### config.mk
export PLATFORM = sky130hd
export DESIGN_NAME = mac_mission_alarm_control
export DESIGN_NICKNAME = d
export VERILOG_FILES = /design/src/design/mac_pkg.sv /design/src/design/mac_mission_alarm_control.sv
export SDC_FILE = /design/constraint.sdc
export NUM_CORES = 1
export LEC_CHECK = 0
export BUFFER_PORTS_ARGS = -buffer_cell sky130_fd_sc_hd__buf_2
export CORE_MARGIN = 4
export CORE_UTILIZATION = 55
export DETAILED_ROUTE_END_ITERATION = 6
export PLACE_DENSITY = 0.93
export SLEW_MARGIN = 20
export SYNTH_ARGS = -nofsm -noshare
export SYNTH_HDL_FRONTEND = slang
export SYNTH_SLANG_ARGS = --single-unit
### constraint.sdc
create_clock -name clk -period 6.6 [get_ports clk]
set_input_delay 0.66 -clock clk [delete_from_list [all_inputs] [get_ports clk]]
set_output_delay 0.66 -clock clk [all_outputs]
set_load 0.02 [all_outputs]
### src/design/mac_pkg.sv
`default_nettype none
package mac_pkg;

  // ************************************************************
  // Register map
  // ************************************************************
  localparam logic [15:0] ALARM_ENABLE_CONTROL_ADDR = 16'h0210;
  localparam logic [15:0] SAMPLE_CLOCK_CONTROL_ADDR = 16'h0212;
  localparam logic [15:0] MISSION_SETUP_ADDR        = 16'h0213;
  localparam logic [15:0] ALARM_FLAGS_ADDR          = 16'h0214;
  localparam logic [15:0] MISSION_STATE_FLAGS_ADDR  = 16'h0215;

  // ************************************************************
  // Field positions
  // ************************************************************
  localparam int LOW_ALARM_ENABLE_BIT     = 0;
  localparam int HIGH_ALARM_ENABLE_BIT    = 1;
  localparam int OSCILLATOR_RUN_BIT       = 0;
  localparam int SECONDS_UNIT_SELECT_BIT  = 1;
  localparam int LOGGING_ENABLE_BIT       = 0;
  localparam int SAMPLE_WIDTH_SELECT_BIT  = 2;
  localparam int LOG_WRAP_ENABLE_BIT      = 4;
  localparam int ALARM_START_SELECT_BIT   = 5;

  // ************************************************************
  // Reset values and fixed bits
  // ************************************************************
  localparam logic [1:0] ALARM_ENABLE_RESET  = 2'h0;
  localparam logic [1:0] CLOCK_CONTROL_RESET = 2'h0;
  localparam logic [5:0] MISSION_SETUP_RESET = 6'h00;
  localparam logic [1:0] SETUP_ONES          = 2'h3;
  localparam logic [2:0] ALARM_FLAGS_ONES    = 3'h7;
  localparam logic [7:0] UNMAPPED_READ       = 8'h00;

  // ************************************************************
  // Log memory
  // ************************************************************
  localparam logic [15:0] LOG_BASE_ADDR  = 16'h1000;
  localparam int          LOG_SIZE_BYTES = 8192;

  // ************************************************************
  // Carriers
  // ************************************************************
  typedef struct packed {
    logic        clearMemory;
    logic        startMission;
    logic        stopMission;
    logic        forcedConversion;
  } mac_cmd_s;

  typedef struct packed {
    logic        valid;
    logic        forced;
    logic [15:0] result;
  } mac_conv_s;

  typedef struct packed {
    logic        strobe;
    logic [15:0] addr;
    logic [7:0]  data;
  } mac_logwr_s;

endpackage
`default_nettype wire

### src/design/mac_mission_alarm_control.sv
`timescale 1ns/1ps
`default_nettype none
module mac_mission_alarm_control
  import mac_pkg::*;
#(
  parameter int LOG_BYTES = LOG_SIZE_BYTES
) (
  // Clock and battery-on reset
  input  wire logic        clk,
  input  wire logic        rst_n,
  // Register port
  input  wire logic        regWrite,
  input  wire logic        regRead,
  input  wire logic [15:0] regAddr,
  input  wire logic [7:0]  regWdata,
  output var  logic [7:0]  regRdata,
  // Commands, one-cycle pulses
  input  wire mac_cmd_s    cmd,
  // Thresholds
  input  wire logic [7:0]  lowThreshold,
  input  wire logic [7:0]  highThreshold,
  // Conversion results
  input  wire mac_conv_s   conv,
  // Sample timing control
  output logic             oscillatorRun,
  output logic             secondsUnitSelect,
  output logic             conversionEnable,
  output logic             conversionWide,
  // Log memory write and mission bookkeeping
  output var  mac_logwr_s  logWrite,
  output var  logic [23:0] missionSampleCount,
  output var  logic        timestampCapture,
  output var  logic        timestampClear,
  // Search response
  output logic             alarmSearchHit
);

  // ************************************************************
  // State
  // ************************************************************
  typedef enum logic [1:0] {
    LOG_IDLE   = 2'b01,
    LOG_SECOND = 2'b10
  } mac_log_e;

  localparam logic [15:0] LOG_LAST = 16'(LOG_BASE_ADDR + LOG_BYTES - 1);

  logic [1:0]  alarmEnable;
  logic [1:0]  clockControl;
  logic [5:0]  missionSetup;
  logic        batteryResetFlag;
  logic        highAlarmFlag;
  logic        lowAlarmFlag;
  logic        waitingForAlarmFlag;
  logic        memoryClearedFlag;
  logic        missionActiveFlag;
  logic        memoryFull;
  logic        firstLogged;
  logic [15:0] logPointer;
  logic [7:0]  pendingLow;
  mac_log_e    logState;

  logic        highAlarmEnable;
  logic        lowAlarmEnable;
  logic        alarmStartSelect;
  logic        logWrapEnable;
  logic        sampleWidthSelect;
  logic        loggingEnable;
  logic        cfgWrite;
  logic        startOk;
  logic [7:0]  resultHigh;
  logic        checkSample;
  logic        highHit;
  logic        lowHit;
  logic        alarmHit;
  logic        missionSample;
  logic        logSample;
  logic        writeByte;
  logic        lastByte;

  // ************************************************************
  // Field decode
  // ************************************************************
  assign highAlarmEnable   = alarmEnable[HIGH_ALARM_ENABLE_BIT];
  assign lowAlarmEnable    = alarmEnable[LOW_ALARM_ENABLE_BIT];
  assign oscillatorRun     = clockControl[OSCILLATOR_RUN_BIT];
  assign secondsUnitSelect = clockControl[SECONDS_UNIT_SELECT_BIT];
  assign alarmStartSelect  = missionSetup[ALARM_START_SELECT_BIT];
  assign logWrapEnable     = missionSetup[LOG_WRAP_ENABLE_BIT];
  assign sampleWidthSelect = missionSetup[SAMPLE_WIDTH_SELECT_BIT];
  assign loggingEnable     = missionSetup[LOGGING_ENABLE_BIT];

  assign cfgWrite = regWrite && !missionActiveFlag;
  assign startOk  = cmd.startMission && memoryClearedFlag && !missionActiveFlag;

  // ************************************************************
  // Alarm compare
  // ************************************************************
  assign resultHigh    = conv.result[15:8];
  assign missionSample = conv.valid && !conv.forced && missionActiveFlag && !memoryFull;
  assign checkSample   = missionSample || (conv.valid && conv.forced);
  assign highHit = checkSample && highAlarmEnable && (resultHigh >= highThreshold);
  assign lowHit  = checkSample && lowAlarmEnable && (resultHigh <= lowThreshold);
  assign alarmHit = highHit || lowHit;

  // Waiting samples are only logged once they alarm
  assign logSample = missionSample && loggingEnable
                     && (!waitingForAlarmFlag || alarmHit)
                     && (logState == LOG_IDLE);

  // ************************************************************
  // Sample timing and search outputs
  // ************************************************************
  assign conversionEnable = missionActiveFlag && !memoryFull;
  assign conversionWide   = sampleWidthSelect && !waitingForAlarmFlag;
  assign alarmSearchHit   = batteryResetFlag || highAlarmFlag || lowAlarmFlag;

  // ************************************************************
  // Configuration registers
  // ************************************************************
  always_ff @(posedge clk or negedge rst_n) begin
    if (!rst_n) begin
      alarmEnable <= ALARM_ENABLE_RESET;
    end else if (cfgWrite && regAddr == ALARM_ENABLE_CONTROL_ADDR) begin
      alarmEnable <= regWdata[1:0];
    end
  end

  always_ff @(posedge clk or negedge rst_n) begin
    if (!rst_n) begin
      clockControl <= CLOCK_CONTROL_RESET;
    end else begin
      if (cfgWrite && regAddr == SAMPLE_CLOCK_CONTROL_ADDR) begin
        clockControl <= regWdata[1:0];
      end
      if (cmd.forcedConversion || startOk) begin
        clockControl[OSCILLATOR_RUN_BIT] <= 1'b1;
      end
    end
  end

  always_ff @(posedge clk or negedge rst_n) begin
    if (!rst_n) begin
      missionSetup <= MISSION_SETUP_RESET;
    end else if (cfgWrite && regAddr == MISSION_SETUP_ADDR) begin
      missionSetup <= regWdata[5:0];
    end
  end

  // ************************************************************
  // Alarm flags
  // ************************************************************
  always_ff @(posedge clk or negedge rst_n) begin
    if (!rst_n) begin
      batteryResetFlag <= 1'b1;
    end else if (cmd.clearMemory && !missionActiveFlag) begin
      batteryResetFlag <= 1'b0;
    end
  end

  // Set wins over a same-cycle clear
  always_ff @(posedge clk or negedge rst_n) begin
    if (!rst_n) begin
      highAlarmFlag <= 1'b0;
      lowAlarmFlag  <= 1'b0;
    end else begin
      if (cmd.clearMemory && !missionActiveFlag) begin
        highAlarmFlag <= 1'b0;
        lowAlarmFlag  <= 1'b0;
      end
      if (highHit) begin
        highAlarmFlag <= 1'b1;
      end
      if (lowHit) begin
        lowAlarmFlag <= 1'b1;
      end
    end
  end

  // ************************************************************
  // Mission state flags
  // ************************************************************
  always_ff @(posedge clk or negedge rst_n) begin
    if (!rst_n) begin
      waitingForAlarmFlag <= 1'b0;
    end else if (alarmHit) begin
      waitingForAlarmFlag <= 1'b0;
    end else if (startOk && alarmStartSelect) begin
      waitingForAlarmFlag <= 1'b1;
    end
  end

  always_ff @(posedge clk or negedge rst_n) begin
    if (!rst_n) begin
      memoryClearedFlag <= 1'b0;
    end else if (startOk) begin
      memoryClearedFlag <= 1'b0;
    end else if (cmd.clearMemory && !missionActiveFlag) begin
      memoryClearedFlag <= 1'b1;
    end
  end

  always_ff @(posedge clk or negedge rst_n) begin
    if (!rst_n) begin
      missionActiveFlag <= 1'b0;
    end else if (cmd.stopMission) begin
      missionActiveFlag <= 1'b0;
    end else if (startOk) begin
      missionActiveFlag <= 1'b1;
    end
  end

  // ************************************************************
  // Mission bookkeeping
  // ************************************************************
  always_ff @(posedge clk or negedge rst_n) begin
    if (!rst_n) begin
      missionSampleCount <= 24'h000000;
    end else if (cmd.clearMemory && !missionActiveFlag) begin
      missionSampleCount <= 24'h000000;
    end else if (logSample) begin
      missionSampleCount <= missionSampleCount + 24'h000001;
    end
  end

  always_ff @(posedge clk or negedge rst_n) begin
    if (!rst_n) begin
      firstLogged      <= 1'b0;
      timestampCapture <= 1'b0;
      timestampClear   <= 1'b0;
    end else begin
      timestampCapture <= logSample && !firstLogged;
      timestampClear   <= cmd.clearMemory && !missionActiveFlag;
      if (startOk) begin
        firstLogged <= 1'b0;
      end else if (logSample) begin
        firstLogged <= 1'b1;
      end
    end
  end

  // ************************************************************
  // Log memory writer
  // ************************************************************
  assign writeByte = logSample || (logState == LOG_SECOND);
  assign lastByte  = (logPointer == LOG_LAST);

  always_ff @(posedge clk or negedge rst_n) begin
    if (!rst_n) begin
      logState   <= LOG_IDLE;
      pendingLow <= 8'h00;
    end else begin
      unique case (logState)
        LOG_IDLE: begin
          if (logSample && sampleWidthSelect) begin
            logState   <= LOG_SECOND;
            pendingLow <= conv.result[7:0];
          end
        end
        LOG_SECOND: begin
          logState <= LOG_IDLE;
        end
      endcase
    end
  end

  always_ff @(posedge clk or negedge rst_n) begin
    if (!rst_n) begin
      logWrite <= '0;
    end else begin
      logWrite.strobe <= writeByte;
      logWrite.addr   <= logPointer;
      if (logState == LOG_SECOND) begin
        logWrite.data <= pendingLow;
      end else begin
        logWrite.data <= resultHigh;
      end
    end
  end

  always_ff @(posedge clk or negedge rst_n) begin
    if (!rst_n) begin
      logPointer <= LOG_BASE_ADDR;
      memoryFull <= 1'b0;
    end else if (startOk) begin
      logPointer <= LOG_BASE_ADDR;
      memoryFull <= 1'b0;
    end else if (writeByte) begin
      if (lastByte) begin
        logPointer <= LOG_BASE_ADDR;
        memoryFull <= !logWrapEnable;
      end else begin
        logPointer <= logPointer + 16'h0001;
      end
    end
  end

  // ************************************************************
  // Register read
  // ************************************************************
  always_ff @(posedge clk or negedge rst_n) begin
    if (!rst_n) begin
      regRdata <= UNMAPPED_READ;
    end else if (regRead) begin
      unique case (regAddr)
        ALARM_ENABLE_CONTROL_ADDR: begin
          regRdata <= {6'h00, alarmEnable};
        end
        SAMPLE_CLOCK_CONTROL_ADDR: begin
          regRdata <= {6'h00, clockControl};
        end
        MISSION_SETUP_ADDR: begin
          regRdata <= {SETUP_ONES, missionSetup};
        end
        ALARM_FLAGS_ADDR: begin
          regRdata <= {batteryResetFlag, ALARM_FLAGS_ONES, 2'h0,
                       highAlarmFlag, lowAlarmFlag};
        end
        MISSION_STATE_FLAGS_ADDR: begin
          regRdata <= {SETUP_ONES, 1'b0, waitingForAlarmFlag,
                       memoryClearedFlag, 1'b0, missionActiveFlag, 1'b0};
        end
        default: begin
          regRdata <= UNMAPPED_READ;
        end
      endcase
    end
  end

endmodule
`default_nettype wire

==> flow_metrics.env, run 1 <==
export IMPL_outcome="finished clean"
export IMPL_synthCells=500
export IMPL_gp_congestion=0.833
export IMPL_r2r_cells=7
export IMPL_synth_adder_area_share=0.0447
export IMPL_vias=4475
export IMPL_slowest_delay_ns=0.61
export IMPL_crit_type="primary input to flip-flop"
export IMPL_core_area_um2=8810
export IMPL_hold_worst_slack_ns=0.284
export IMPL_route_antenna_remaining_nets=0
export IMPL_area_delta_synth_final_pct=18.3
export IMPL_cts_sinks=103
export IMPL_fin_skew_ns=0.0127
export IMPL_cts_buffer_depth=2
export IMPL_maxSlewHeadroom=0.348
export IMPL_grt_usage=0.237
export IMPL_dpl_hpwl_um=9340
export IMPL_cp_end_kind="flip-flop"
export IMPL_dpl_worst_slack_ns=2.64
export IMPL_path_cells="buf_2 > inv_1 > ha_1 > nand2b_1 > a2111oi_0 > o311a_1 > or2_2 > a31oi_2 > and2_1 > mux2_2"
export IMPL_fin_ws_ns=3.31
export IMPL_ys_seq_area_frac=0.512
export IMPL_post_route_period_util=0.498
export IMPL_portBuffers=127
export IMPL_drt_wl_total_um=12700
export IMPL_setup_tns_ns=0
export IMPL_drv_slew=0
export IMPL_rsz0062_at_grt="false"
export IMPL_leakage_nw=3.03
export IMPL_synth_edf_count=0
export IMPL_routed_top_layer="met5"
export IMPL_antenna_found_initial=1
export IMPL_fmax_ghz=0.304
export IMPL_numCtsBuffers=9
export IMPL_hold_violations=0
export IMPL_htree_levels=3
export IMPL_design_area_um2=5960
export IMPL_grt_pass1_vias=4433
export IMPL_io_pin_count=130
export IMPL_wl_met3_um=1130
export IMPL_synth_top_family_by_area="simple AND/OR/NAND/NOR gates"
export IMPL_worst_ir_drop_vdd_uv=110
export IMPL_ys_warn_count=0
export IMPL_crit_buf_inv=2
export IMPL_tightest_slew_ns=0.962
export IMPL_n_antenna_cell=0
export IMPL_cts_root_buf="clkbuf_8"
export IMPL_ys_types=56
export IMPL_crit_cells=10
export IMPL_drv_cap=0
export IMPL_grt_max_degree=56
export IMPL_setup_violations=0
export IMPL_wl_met1_um=4990
export IMPL_cts_hold_buf=0
export IMPL_regToRegSetupSlack_ns=3.63
export IMPL_arrival_ns=3.54
export IMPL_hold_class="primary input to async pin"
export IMPL_cts_tree="done"
export IMPL_syn_area_per_cell_um2=10.1
export IMPL_critPathTopFamily="compound AO/OA/AOI/OAI gates"
export IMPL_routed_via_density=6.07
export IMPL_syn_area_um2=5040
export IMPL_start_util=0.572
export IMPL_grt_overflow=0
export IMPL_critPathMaxFanout=12
export IMPL_num_rows=34
export IMPL_synth_xor_area_share=0.00348
export IMPL_synth_compound_area_frac=0.147
export IMPL_layout_common_cells="126 x buf_2, 100 x dfrtp_1, 66 x nand2_1"
export IMPL_yosys_area_share_simple=0.201
export IMPL_syn_nets=584
export IMPL_p_per_area_nw_per_um2=192
export IMPL_nFillCells=678
export IMPL_drtIter0Drc=228
export IMPL_endpoint="pendingLow[2]$_DFFE_PN0P_"
export IMPL_clkLatencyLatePin_ns=0.37
export IMPL_reg2reg_to="pendingLow[2]$_DFFE_PN0P_"
export IMPL_crit_start="conv[8]"
export IMPL_synth_seq_cells=103
export IMPL_wl_met2_um=6290
export IMPL_ys_flop_type="dfrtp_1"
export IMPL_post_route_min_period_ns=3.29
export IMPL_layout_drive_gt1_share=0.286
export IMPL_post_cts_resize_count=0
export IMPL_cts_setup_buffers=0
export IMPL_clkTransAtPathRegs_ns=0.11
export IMPL_worst_ep_required_time_ns=6.85
export IMPL_critPathLaunchType="primary input"
export IMPL_nets=708
export IMPL_dpl_instance_area_um2=5760
export IMPL_grt_pass1_wl_um=21100
export IMPL_async_flop_share=1.00
export IMPL_fp_dieW_um=104
export IMPL_wl_per_cell_um=17.2
export IMPL_r2r_start="missionActiveFlag$_DFFE_PN0P_"
export IMPL_drt_first_pass_iters=7
export IMPL_cpMaxStageDelayCell="a31oi_2"
export IMPL_synth_mux_area_fraction=0.0556
export IMPL_layout_commonest_cell="buf_2"
export IMPL_die_area_um2=10800
export IMPL_post_route_drc_count=0
export IMPL_die_y_um=104
[power breakdown]
part / internal [mW] / switching (mW)
Sequential: 0.637 / 0.00572
Clock: 0.146 / 0.237
Combinational: 0.0401 / 0.0767
Total: 0.823 / 0.319
[flip-flops by register name (all words and copies together), names as in the netlist]
signal	cells
logWrite	25
missionSampleCount	24
logPointer	16
pendingLow	8
regRdata	8
missionSetup	6
alarmEnable	2
clockControl	2
logState	2
batteryResetFlag	1
firstLogged	1
highAlarmFlag	1
lowAlarmFlag	1
memoryClearedFlag	1
memoryFull	1
missionActiveFlag	1
timestampCapture	1
timestampClear	1
waitingForAlarmFlag	1
[how the worst min path moves through the flow]
stage / start / to / slack, ns / cells past startpoint
2_1_floorplan: rst_n / alarmEnable[0]$_DFFE_PN0P_ / 0.36 / 0
3_3_place_gp: firstLogged$_DFFE_PN0P_ / timestampCapture$_DFF_PN0_ / 0.42 / 1
3_5_place_dp: logPointer[12]$_DFFE_PN1P_ / logWrite[20]$_DFF_PN0_ / 0.43 / 0
4_1_cts: rst_n / regRdata[4]$_DFFE_PN0P_ / 0.31 / 1
5_1_grt: rst_n / regRdata[7]$_DFFE_PN0P_ / 0.33 / 1
6_report: rst_n / regRdata[1]$_DFFE_PN0P_ / 0.28 / 1
[through the flow]
step / util / cells / power [mW]
finish: 0.676 / 737 / 1.14
CTS: 0.676 / 737 / 1.15
detailed placement: 0.654 / 721 / 0.771
global route: 0.676 / 737 / 1.19
global placement: 0.654 / 721 / 0.766
floorplan: - / 500 / 0.713
[metal layers]
metal,track usage,vias up
met2,0.390,207
met5,0,-
met4,0.0931,2
met1,0.298,2184
li1,-,2052
met3,0.0672,30
[logic make-up (layout without fill, tap and decap cells)]
logic type               Yosys count  in the layout
XOR/XNOR                           2              2
AND/OR/NAND/NOR                  193            193
AO/OA/AOI/OAI                    113            113
multiplexers                      25             25
adder cells (fa/ha/maj)           18             18
buffers and inverters             46            175
flip-flops                       103            103
[final cells by class]
type | count | area (um^2) | area share
multi-input cells | 351 | 2290 | 0.384
clock buffers | 9 | 124 | 0.0208
clock inverters | 7 | 63.8 | 0.0107
repair buffers | 129 | 653 | 0.110
flip-flops and latches | 103 | 2580 | 0.433
well taps | 108 | 135 | 0.0227
inverters | 30 | 113 | 0.0189
[synthesized netlist by cell type, drive strengths merged, types with 3 or more instances]
master	instances	share of area
or3	12	0.015
nand2	66	0.049
nand3	22	0.022
nor2	23	0.018
inv	30	0.022
nor3	5	0.0050
nor2b	11	0.014
o21a	7	0.010
clkbuf	11	0.0084
dfstp	3	0.016
or4	11	0.017
and4	3	0.0052
o22ai	4	0.0050
o21ai	31	0.031
o31ai	12	0.019
o311ai	3	0.0052
nand2b	7	0.0087
mux2i	7	0.014
a21oi	29	0.030
and3	9	0.011
buf	5	0.0050
a22o	9	0.016
and2	4	0.0050
mux2	18	0.042
nand4	11	0.014
dfrtp	100	0.50
o41ai	3	0.0067
ha	18	0.045
No activity file was read; power rests on OpenSTA's default activity.
==> run 2: changes to the inputs <==
- CORE_UTILIZATION: 55 -> 48
- PLACE_DENSITY: 0.93 -> 0.86
- clock period: 6.6 -> 2.81 ns (I/O delays scaled with it)
==> flow_metrics.env, run 2 (synthesis gave the netlist of run 1 again) <==
export IMPL_outcome="finished clean"
export IMPL_fp_dieW_um=110
export IMPL_hold_violations=0
export IMPL_num_rows=37
export IMPL_grt_met3_usage=0.0532
export IMPL_reg_top3="logWrite: 25 flops, missionSampleCount: 24 flops, logPointer: 16 flops"
export IMPL_worst_ep_required_time_ns=3.08
export IMPL_p_per_area_nw_per_um2=443
export IMPL_layout_common_cells="126 x buf_2, 100 x dfrtp_1, 66 x nand2_1"
export IMPL_layout_drive_gt1_share=0.296
export IMPL_drt_wl_total_um=12500
export IMPL_instances_no_fill=777
export IMPL_grt_overflow=0
export IMPL_cts_hold_buf=1
export IMPL_cts_buffer_depth=2
export IMPL_reg2reg_to="pendingLow[4]$_DFFE_PN0P_"
export IMPL_die_y_um=110
export IMPL_gp_congestion=0.842
export IMPL_cp_end_kind="flip-flop"
export IMPL_largest_register="logWrite"
export IMPL_tightest_slew_ns=0.665
export IMPL_fmax_ghz=0.398
export IMPL_routed_via_density=5.62
export IMPL_dpl_hpwl_um=9390
export IMPL_die_area_um2=12200
export IMPL_clkLatencyLatePin_ns=0.38
export IMPL_rsz0062_at_grt="false"
export IMPL_post_route_period_util=0.894
export IMPL_antenna_found_initial=0
export IMPL_numCtsBuffers=9
export IMPL_maxSlewHeadroom=0.556
export IMPL_core_area_um2=10300
export IMPL_arrival_ns=2.79
export IMPL_critPathMaxFanout=9
export IMPL_r2r_cells=7
export IMPL_cts_sinks=103
export IMPL_drv_slew=0
export IMPL_htree_levels=3
export IMPL_drv_cap=0
export IMPL_clkTransAtPathRegs_ns=0.11
export IMPL_vias=4367
export IMPL_grt_busiest_layer="met2"
export IMPL_n_antenna_cell=0
export IMPL_placed_cells=760
export IMPL_leakage_nw=3.10
export IMPL_critPathLaunchType="flip-flop"
export IMPL_io_pin_count=130
export IMPL_grt_use_met1=0.257
export IMPL_post_cts_resize_count=0
export IMPL_grt_pass1_wl_um=20900
export IMPL_crit_start="missionActiveFlag$_DFFE_PN0P_"
export IMPL_route_antenna_remaining_nets=0
export IMPL_use_met2=0.353
export IMPL_start_util=0.490
export IMPL_r2r_start="missionActiveFlag$_DFFE_PN0P_"
export IMPL_cts_root_buf="clkbuf_8"
export IMPL_setup_violations=0
export IMPL_hold_worst_slack_ns=0.0806
export IMPL_drt_first_pass_iters=4
export IMPL_regToRegSetupSlack_ns=0.30
export IMPL_wl_per_cell_um=16.1
export IMPL_area_delta_synth_final_pct=20.9
export IMPL_drtIter0Drc=261
export IMPL_setup_tns_ns=0
export IMPL_grt_max_degree=57
export IMPL_nets=720
export IMPL_layout_commonest_cell="buf_2"
export IMPL_min_delay_start="cmd[1]"
export IMPL_grt_pass1_vias=4452
export IMPL_endpoint="pendingLow[4]$_DFFE_PN0P_"
export IMPL_hold_class="primary input to flip-flop"
export IMPL_grt_usage=0.208
export IMPL_post_route_drc_count=0
export IMPL_cts_tree="done"
export IMPL_cts_setup_buffers=0
export IMPL_fin_skew_ns=0.0174
export IMPL_portBuffers=127
export IMPL_largest_reg_flops=25
export IMPL_crit_type="flip-flop to flip-flop"
export IMPL_worst_ir_drop_vdd_uv=237
export IMPL_post_route_min_period_ns=2.51
==> run 2: how the worst min path moves through the flow <==
stage	end	depth (start not counted)	slack, ns
floorplan	alarmEnable[0]$_DFFE_PN0P_	0	-0.01
global placement	logWrite[12]$_DFF_PN0_	1	0.32
detailed placement	logWrite[12]$_DFF_PN0_	1	0.34
CTS	missionActiveFlag$_DFFE_PN0P_	2	0.06
global route	missionActiveFlag$_DFFE_PN0P_	2	0.07
finish	missionActiveFlag$_DFFE_PN0P_	2	0.08
==> run 2: through the flow <==
step / power [mW] / util / cell area (um^2) / worst slack (ns)
finish: 2.70 / 0.593 / 6090 / 0.297
CTS: 2.72 / 0.593 / 6090 / 0.295
detailed placement: 1.82 / 0.573 / 5890 / 0.0511
floorplan: 1.68 / - / 5040 / 0.426
global route: 2.82 / 0.593 / 6090 / 0.156
global placement: 1.81 / 0.573 / 5890 / 0.144
==> run 2: area by class of cell <==
class	count	area, um^2
Multi-Input combinational cell	351	2280
Clock buffer	9	124
Tap cell	136	170
Clock inverter	7	63.8
Fill cell	911	4190
Timing Repair Buffer	141	758
Sequential cell	103	2580
Inverter	30	113
==> run 2: per-layer routing <==
metal,wire [um],up-vias,part of all wire
li1,-,2074,-
met1,5400,2114,0.43
met2,6090,154,0.49
met3,781,25,0.062
met4,263,0,0.021
met5,0,-,0
==> run 2: worst max-delay path, cell delays in order (launching register included) <==
cell and delay [ns]:
dfrtp_1 0.48, and2b_1 0.26, o21a_1 0.18, nand2_1 0.09
or2_2 0.31, a31oi_1 0.23, and2_1 0.47, mux2_2 0.39
==> run 2: power by group <==
part | internal [mW] | switching (mW)
registers | 1.50 | 0.0127
clock network | 0.344 | 0.565
logic | 0.101 | 0.179
total | 1.94 | 0.758
